===== config.mk =====
export PLATFORM = sky130hd
export DESIGN_NAME = flash_status_poller
export DESIGN_NICKNAME = d
export VERILOG_FILES = /design/src/flash_poll_pkg.sv /design/src/flash_bus_cycle.sv /design/src/flash_status_poller.sv
export VERILOG_INCLUDE_DIRS = /design/src
export SDC_FILE = /design/constraint.sdc
export NUM_CORES = 1
export LEC_CHECK = 0
export BUFFER_PORTS_ARGS = -buffer_cell sky130_fd_sc_hd__buf_2
export CAP_MARGIN = 30
export CORE_AREA = 4 4 130 132
export CTS_BUF_LIST = sky130_fd_sc_hd__clkbuf_8
export DETAILED_ROUTE_END_ITERATION = 10
export DIE_AREA = 0 0 134 136
export PLACE_DENSITY = 0.63
export SETUP_SLACK_MARGIN = 0.3
export SKIP_CTS_REPAIR_TIMING = 1
export SLEW_MARGIN = 20
export SYNTH_ARGS = -nofsm -noshare
export SYNTH_HDL_FRONTEND = slang
export SYNTH_HIERARCHICAL = 1
export SYNTH_SLANG_ARGS = --single-unit

===== constraint.sdc =====
create_clock -name clock -period 3.57 [get_ports clock]
set_input_delay 0.1785 -clock clock [delete_from_list [all_inputs] [get_ports clock]]
set_output_delay 0.1785 -clock clock [all_outputs]
set_load 0.01 [all_outputs]

===== src/flash_poll_params.svh =====
// Purpose: constants of the flash status poller: register map, field positions, timing
// Assumes: 20 MHz system clock
// Notes:   definitions only
`ifndef FLASH_POLL_PARAMS_SVH
`define FLASH_POLL_PARAMS_SVH

// register byte offsets on the apb side
`define FP_REG_CTRL     8'h00
`define FP_REG_ADDR     8'h04
`define FP_REG_EXPECT   8'h08
`define FP_REG_STATUS   8'h0C
`define FP_REG_DATA     8'h10

// control register fields
`define FP_CTRL_START   0
`define FP_CTRL_MODE    1
`define FP_CTRL_ABORT   2

// status register fields
`define FP_ST_BUSY      0
`define FP_ST_DONE      1
`define FP_ST_PASS      2
`define FP_ST_FAIL      3
`define FP_ST_RDYBSY    4
`define FP_ST_SECTOG    5
`define FP_ST_EWIN      6
`define FP_ST_TMO       7

// status bits inside the flash data word
`define FP_COMPLEMENT_POLL_BIT 7
`define FP_TOGGLE_ONE_BIT      6
`define FP_TIMEOUT_FAIL_BIT    5
`define FP_ERASE_WINDOW_BIT    3
`define FP_SECTOR_TOGGLE_BIT   2

// pin widths and the software reset command word
`define FP_ADDR_W       18
`define FP_DATA_W       16
`define FP_RESET_CMD    16'h00F0

// timing: figures in ns, counts derived from the clock period
`define FP_CLK_NS       50
`define FP_ACC_NS       90
`define FP_WP_NS        45
`define FP_ACC_CYC      ((`FP_ACC_NS + `FP_CLK_NS - 1) / `FP_CLK_NS)
`define FP_WP_CYC       ((`FP_WP_NS + `FP_CLK_NS - 1) / `FP_CLK_NS)

`endif


===== src/flash_poll_pkg.sv =====
// Purpose: types shared by the flash status poller modules
// Assumes: nothing
// Notes:   numbers live in flash_poll_params.svh
package flash_poll_pkg;

  typedef enum logic {MODE_TOGGLE, MODE_COMPLEMENT} poll_mode_e;

  typedef enum logic [1:0] {CY_IDLE, CY_SETUP, CY_STROBE, CY_RECOVER} cycle_state_e;

  typedef enum logic [2:0] {P_IDLE, P_FIRST, P_NEXT, P_RECHECK, P_FINAL, P_RESET} poll_state_e;

endpackage : flash_poll_pkg


===== src/flash_bus_cycle.sv =====
// Purpose: one read or write cycle on the parallel flash pins
// Assumes: device read access and write pulse times from the params header
// Notes:   each read is framed by both chip select and output strobe
`timescale 1ns/1ps
`default_nettype none
`include "flash_poll_params.svh"

module flash_bus_cycle
  import flash_poll_pkg::*;
(
  // clocking
  input  wire logic                    clock,
  input  wire logic                    rst_n,
  input  wire logic                    ce,
  // request side
  input  wire logic                    start,
  input  wire logic                    write,
  input  wire logic [`FP_ADDR_W-1:0]   addr,
  input  wire logic [`FP_DATA_W-1:0]   wdata,
  output logic                         done,
  output logic      [`FP_DATA_W-1:0]   rdata,
  // flash pins
  output logic                         chipSelectN,
  output logic                         outputStrobeN,
  output logic                         writeStrobeN,
  output logic      [`FP_ADDR_W-1:0]   flashAddr,
  output logic      [`FP_DATA_W-1:0]   flashDataOut,
  output logic                         flashDataOeN,
  input  wire logic [`FP_DATA_W-1:0]   flashDataIn
);

  cycle_state_e           state_q;
  logic [3:0]             cnt_q;
  logic                   write_q;
  logic                   lastStrobe;

  assign lastStrobe = (cnt_q == 4'h1);

  ////////////////////////////////////////////////////////////////////////////
  // cycle sequencer: setup, strobe for the timed length, recover
  always_ff @(posedge clock or negedge rst_n) begin
    if (!rst_n) begin
      state_q       <= CY_IDLE;
      cnt_q         <= 4'h0;
      write_q       <= 1'b0;
      done          <= 1'b0;
      rdata         <= '0;
      chipSelectN   <= 1'b1;
      outputStrobeN <= 1'b1;
      writeStrobeN  <= 1'b1;
      flashAddr     <= '0;
      flashDataOut  <= '0;
      flashDataOeN  <= 1'b1;
    end else if (ce) begin
      done <= 1'b0;
      unique case (state_q)
        CY_IDLE: begin
          if (start) begin
            write_q      <= write;
            flashAddr    <= addr;
            flashDataOut <= wdata;
            flashDataOeN <= ~write;   // drive data only for writes
            chipSelectN  <= 1'b0;
            state_q      <= CY_SETUP;
          end
        end
        CY_SETUP: begin
          outputStrobeN <= write_q;
          writeStrobeN  <= ~write_q;
          cnt_q   <= write_q ? 4'(`FP_WP_CYC) : 4'(`FP_ACC_CYC);
          state_q <= CY_STROBE;
        end
        CY_STROBE: begin
          if (lastStrobe) begin
            if (!write_q) begin
              rdata <= flashDataIn;  // sampled while strobe is still low
            end
            outputStrobeN <= 1'b1;
            writeStrobeN  <= 1'b1;   // rising edge: device status becomes valid
            state_q       <= CY_RECOVER;
          end else begin
            cnt_q <= cnt_q - 4'h1;
          end
        end
        CY_RECOVER: begin
          // chip select goes high each cycle so either framing toggles the status
          chipSelectN  <= 1'b1;
          flashDataOeN <= 1'b1;
          done         <= 1'b1;
          state_q      <= CY_IDLE;
        end
      endcase
    end
  end

endmodule : flash_bus_cycle
`default_nettype wire


===== src/flash_status_poller.sv =====
// Purpose: host-side poller of flash program/erase status, controlled over apb
// Assumes: software wrote the program or erase command sequence beforehand
// Notes:   one poll at a time; done/pass/fail stay until the next start
`timescale 1ns/1ps
`default_nettype none
`include "flash_poll_params.svh"

module flash_status_poller
  import flash_poll_pkg::*;
(
  // clocking
  input  wire logic                    clock,
  input  wire logic                    rst_n,
  input  wire logic                    ce,
  // apb slave
  input  wire logic                    psel,
  input  wire logic                    penable,
  input  wire logic                    pwrite,
  input  wire logic [7:0]              paddr,
  input  wire logic [31:0]             pwdata,
  output logic      [31:0]             prdata,
  output logic                         pready,
  output logic                         pslverr,
  // flash pins
  output logic                         chipSelectN,
  output logic                         outputStrobeN,
  output logic                         writeStrobeN,
  output logic      [`FP_ADDR_W-1:0]   flashAddr,
  output logic      [`FP_DATA_W-1:0]   flashDataOut,
  output logic                         flashDataOeN,
  input  wire logic [`FP_DATA_W-1:0]   flashDataIn,
  input  wire logic                    readyBusyN
);

  ////////////////////////////////////////////////////////////////////////////
  // completion test shared by the normal check and the recheck
  function automatic logic statusMet(input poll_mode_e             mode,
                                     input logic [`FP_DATA_W-1:0] cur,
                                     input logic [`FP_DATA_W-1:0] prev,
                                     input logic                  expect_bit);
    if (mode == MODE_TOGGLE) begin
      statusMet = (cur[`FP_TOGGLE_ONE_BIT] == prev[`FP_TOGGLE_ONE_BIT]);
    end else begin
      statusMet = (cur[`FP_COMPLEMENT_POLL_BIT] == expect_bit);
    end
  endfunction : statusMet

  poll_state_e               state_q;
  poll_mode_e                mode_q;
  logic [`FP_ADDR_W-1:0]     pollAddr_q;
  logic                      expect_q;
  logic [`FP_DATA_W-1:0]     prev_q;
  logic [`FP_DATA_W-1:0]     data_q;
  logic                      done_q;
  logic                      pass_q;
  logic                      fail_q;
  logic                      secTog_q;
  logic                      tmoSeen_q;
  logic                      inFlight_q;
  logic                      rdValid_q;
  logic [31:0]               rdMux;
  logic                      mapped;
  logic                      apbWrite;
  logic                      startReq;
  logic                      abortReq;
  logic                      cycStart;
  logic                      cycWrite;
  logic                      cycDone;
  logic [`FP_DATA_W-1:0]     cycRdata;
  logic                      met;
  logic                      tmo;

  ////////////////////////////////////////////////////////////////////////////
  // apb decode; one-cycle answer, read data captured the cycle before pready
  assign mapped   = (paddr == `FP_REG_CTRL) || (paddr == `FP_REG_ADDR) || (paddr == `FP_REG_EXPECT) ||
                    (paddr == `FP_REG_STATUS) || (paddr == `FP_REG_DATA);
  assign pready   = psel & penable & ce & rdValid_q;
  assign pslverr  = pready & ~mapped;
  assign apbWrite = pready & pwrite & mapped;
  assign startReq = apbWrite && (paddr == `FP_REG_CTRL) && pwdata[`FP_CTRL_START] && !inFlight_q;
  assign abortReq = apbWrite && (paddr == `FP_REG_CTRL) && pwdata[`FP_CTRL_ABORT];

  // status word; ready_busy_n taken as synchronous, shown raw
  assign rdMux = (paddr == `FP_REG_CTRL)   ? {31'h0000_0000, mode_q == MODE_COMPLEMENT} << `FP_CTRL_MODE :
                 (paddr == `FP_REG_ADDR)   ? 32'(pollAddr_q) :
                 (paddr == `FP_REG_EXPECT) ? {31'h0000_0000, expect_q} :
                 (paddr == `FP_REG_STATUS) ? 32'({tmoSeen_q, data_q[`FP_ERASE_WINDOW_BIT], secTog_q, readyBusyN,
                                                  fail_q, pass_q, done_q, state_q != P_IDLE}) :
                 (paddr == `FP_REG_DATA)   ? 32'(data_q) : 32'h0000_0000;

  // apb read capture and configuration writes
  always_ff @(posedge clock or negedge rst_n) begin
    if (!rst_n) begin
      prdata     <= 32'h0000_0000;
      rdValid_q  <= 1'b0;
      mode_q     <= MODE_TOGGLE;
      pollAddr_q <= '0;
      expect_q   <= 1'b0;
    end else if (ce) begin
      prdata    <= mapped ? rdMux : 32'h0000_0000;
      rdValid_q <= psel;
      if (apbWrite && paddr == `FP_REG_CTRL) begin
        mode_q <= pwdata[`FP_CTRL_MODE] ? MODE_COMPLEMENT : MODE_TOGGLE;
      end
      if (apbWrite && paddr == `FP_REG_ADDR) begin
        pollAddr_q <= pwdata[`FP_ADDR_W-1:0];   // program address or erasing sector
      end
      if (apbWrite && paddr == `FP_REG_EXPECT) begin
        expect_q <= pwdata[0];                   // true datum bit once done
      end
    end
  end

  ////////////////////////////////////////////////////////////////////////////
  // flash cycle requests: reads at the poll address, the reset command on failure
  assign cycStart = (state_q != P_IDLE) && !inFlight_q && !startReq && !abortReq;
  assign cycWrite = (state_q == P_RESET);
  assign met      = statusMet(mode_q, cycRdata, prev_q, expect_q);
  assign tmo      = cycRdata[`FP_TIMEOUT_FAIL_BIT];   // operation over its limit

  flash_bus_cycle u_cycle (
    .clock         (clock),
    .rst_n         (rst_n),
    .ce            (ce),
    .start         (cycStart),
    .write         (cycWrite),
    .addr          (pollAddr_q),
    .wdata         (`FP_RESET_CMD),
    .done          (cycDone),
    .rdata         (cycRdata),
    .chipSelectN   (chipSelectN),
    .outputStrobeN (outputStrobeN),
    .writeStrobeN  (writeStrobeN),
    .flashAddr     (flashAddr),
    .flashDataOut  (flashDataOut),
    .flashDataOeN  (flashDataOeN),
    .flashDataIn   (flashDataIn)
  );

  // one cycle outstanding at a time
  always_ff @(posedge clock or negedge rst_n) begin
    if (!rst_n) begin
      inFlight_q <= 1'b0;
    end else if (ce) begin
      inFlight_q <= cycStart | (inFlight_q & ~cycDone);
    end
  end

  ////////////////////////////////////////////////////////////////////////////
  // poll sequencer; abort leaves polling, a new start begins from the top
  always_ff @(posedge clock or negedge rst_n) begin
    if (!rst_n) begin
      state_q   <= P_IDLE;
      prev_q    <= '0;
      data_q    <= '0;
      done_q    <= 1'b0;
      pass_q    <= 1'b0;
      fail_q    <= 1'b0;
      secTog_q  <= 1'b0;
      tmoSeen_q <= 1'b0;
    end else if (ce) begin
      if (abortReq) begin
        state_q <= P_IDLE;
      end else if (startReq) begin
        // toggle mode always restarts with a fresh double read
        state_q   <= (mode_q == MODE_TOGGLE) ? P_FIRST : P_NEXT;
        done_q    <= 1'b0;
        pass_q    <= 1'b0;
        fail_q    <= 1'b0;
        secTog_q  <= 1'b0;
        tmoSeen_q <= 1'b0;
      end else if (cycDone) begin
        unique case (state_q)
          P_IDLE: begin
          end
          P_FIRST: begin
            prev_q  <= cycRdata;
            state_q <= P_NEXT;
          end
          P_NEXT: begin
            prev_q   <= cycRdata;
            data_q   <= cycRdata;
            // sector toggle shows a sector selected for erase
            secTog_q <= secTog_q | (cycRdata[`FP_SECTOR_TOGGLE_BIT] ^ prev_q[`FP_SECTOR_TOGGLE_BIT]);
            if (met) begin
              state_q <= P_FINAL;                // unchanged toggle or true datum
            end else if (tmo) begin
              tmoSeen_q <= 1'b1;
              state_q   <= P_RECHECK;            // bit may settle with the timeout
            end
          end
          P_RECHECK: begin
            data_q  <= cycRdata;
            state_q <= met ? P_FINAL : P_RESET;  // still busy: send reset command
          end
          P_FINAL: begin
            // an extra read: the early-flipped bit may still sit beside stale bits
            data_q  <= cycRdata;
            pass_q  <= 1'b1;
            done_q  <= 1'b1;
            state_q <= P_IDLE;
          end
          P_RESET: begin
            fail_q  <= 1'b1;
            done_q  <= 1'b1;
            state_q <= P_IDLE;
          end
          default: begin
            state_q <= P_IDLE;
          end
        endcase
      end
    end
  end

endmodule : flash_status_poller
`default_nettype wire


==> impl_results.md <==
- Status: complete, no violations
- Post-synth cell types: 59
- Minimum clock period: 2540 ps
- Seq/Total Area, Yosys: 54.6%
- Asr flop ratio synth: 100%
- Slew HR: 46.6%
- Core Region: 0.0157 mm^2
- Avg Cell Area, Syn: 12.9 um^2
- Fmax: 393 MHz
- Synth area leader: dfrtp_1
- Final period utilization: 71.3%
- PD cells: 455 mW/mm^2
- Max-slew violations: 0
- Area of the multi-input gates: 0.00244 mm^2
- First-pass GRT wire length: approximately 22,000 um
- Clock root buffer: clkbuf_8
- Crit end category: flop
- Crit path kind: primary input to flop
- GRT met3 Usage: a little over 5%
- Num CTS Buffers: 17
- 1st-iter DRT viols: 190
- Synth top area cells: dfrtp_1 53%, mux2_2 14%, mux2_4 4.9%, a22oi_1 1.8%, buf_4 1.8%
- Final ANT Viol Nets: 0
- IO buf count: 106
- Seq cells post-synth: 128
- Commonest cells in the synthesized netlist: 124 x dfrtp_1, 72 x mux2_2, 21 x inv_1
- Syn Inst Count: 456
- Final setup fails: 0
- Final non-filler cell total: 841
- Clock Skew: 12.4 ps
- Drt via density: approximately 4.9
- Primary FF master, synth: dfrtp_1
- Final hold violation count: 0
- Fin nets: 680
- Final GP Congestion: 0.818
- Vias: 4,121
- Vias in the first global route: roughly 4,000
- Die W: 134 um
- Die Ht: roughly 140 um
- Worst Tran Pin Value: 798 ps
- Grt ovf: 0
- Busiest grt layer: met2
- HP Class: primary input to flop
- Worst IR drop on VDD: ~0.36 mV
- Req. time, crit path: 3890 ps
- Static leakage: around 3.8 nW
- Met1 GRT Util: 19.9%
- Post-Syn Area: 0.00588 mm^2
- EDFF count, synth: 0
- Max-cap viol count: 0
- Layout fillers: ~1,400
- Row count: 46
- CP max FO: 20
- Clock Pin Slew Worst Setup and Hold Paths: approximately 80 ps
- Final wirelength: 13,500 um
- Clock Sinks: ~130
- Initial antenna violation count: 1
- Die Area: 0.0182 mm^2
- Area growth syn-to-layout: 24.5%
- Initial Utilization: between 30% and 40%
- Routed wire per std cell: 16.1 um
- Yosys top cell area share: 52.8%
- M2 GR Usage: 23.2%
- Remaining DRCs: 0
- Layout cells sized above 1: roughly two fifths
- Total track usage: 15.1%
- Largest net degree at the start of global routing: 52
- Critical Path AT: between 2000 and 3000 ps
- DP Cell Count: 774
- Clock latency on the worst-skew pair: 440 ps
- DP Wirelength: about 9900 um
- H-tree levels: 4
- Count leader, synth: dfrtp_1
- Yosys warns: 6
- RSZ-0062 raised after global routing: no
- DRT Pass-1 Iters: 4
- CTS tree: yes
- Register area: between 0.003 and 0.004 mm^2
- Setup crit start kind: primary input
- Clk buf depth: 2
- I/O pins: 135
- Setup TNS: 0 ps
-- worst paths after layout --
path,cells past startpoint,slack [ps],to,from
max in group asynchronous,3,2280,u_cycle/flashAddr[3],rst_n
max,9,1030,u_cycle/flashAddr[2],psel
min reg2reg,2,490,pass_q,pass_q
min,2,40,expect_q,pwdata[0]
min in group asynchronous,2,310,u_cycle/flashDataOut[8],rst_n
max reg2reg,7,1040,u_cycle/flashAddr[2],rdValid_q
-- layout by cell type, fill, tap and decap left out, types with 5 or more instances in the layout --
cell type        n
a221o_1          7
ha_1             6
o21ai_0         16
nor2_1          16
nor3_1           7
nand2_1         19
dlygate4sd3_1   34
inv_1           21
a21oi_1         10
mux2_4          19
clkbuf_8        21
and3_1           5
buf_2          105
clkinv_2         7
a22oi_1         14
buf_4            7
dfrtp_1        124
mux2_2          72
conb_1          30
nor4b_1          5
-- per-stage QoR --
stage	worst slack (ps)	util, %	total power [mW]	hold WS (ps)	instance area (um^2)
2_1_floorplan	1260	-	2.00	-117	5980
6_report	1030	46.6	3.33	44.2	7320
3_3_place_gp	1110	42.0	2.12	244	6600
3_5_place_dp	1060	42.0	2.16	257	6600
5_1_grt	808	46.5	3.50	20.5	7310
4_1_cts	1040	44.4	3.34	-230	6970
-- critical path: stages --
cell and delay, ps:
dlygate4sd3_1 540, buf_2 130, and4_1 250, nand4_1 160
nor2_1 100, nor3_1 350, nand3_2 500, buf_12 340
mux2_2 280
-- registers in the layout (all words and copies together), names as in the netlist, 2 cells and up --
signal / flops
data_q: 16
state_q: 3
u_cycle/rdata: 16
u_cycle/cnt_q: 4
pollAddr_q: 18
u_cycle/state_q: 2
prdata: 18
prev_q: 2
u_cycle/flashDataOut: 16
u_cycle/flashAddr: 18
-- cells by family after synthesis --
logic type                 share of synthesized area (%)
and+or+nand+nor                                     8.79
adders and majority gates                           1.28
buffers and inverters                               5.77
DFF                                                 54.6
xor gates and xnor gates                           0.596
AOI/OAI and AO/OA                                   9.52
other                                              0.128
muxes                                               19.3
-- cell type report --
type,instances,share of cell area (%)
well taps,216,3.69
clock inverters,11,1.20
repair buffers,147,12.8
clock buffers,21,3.95
diodes,1,0.0342
multi-input cells,296,33.4
inverters,21,1.08
flip-flops and latches,128,43.9
-- routing by layer --
| metal | share of wire, % | wire length, um |
|---|---|---|
| met1 | 45 | 6100 |
| met2 | 47 | 6300 |
| met3 | 6.4 | 871 |
| met4 | 1.8 | 238 |
| met5 | 0 | 0 |
-- power breakdown --
part           switching, mW  total (mW)  internal, mW  leakage, nW
registers             0.0908        1.65          1.56         1.74
logic                  0.271       0.505         0.234         1.83
clock network          0.556        1.17         0.614        0.193
Power figures use the tool's default switching activity.
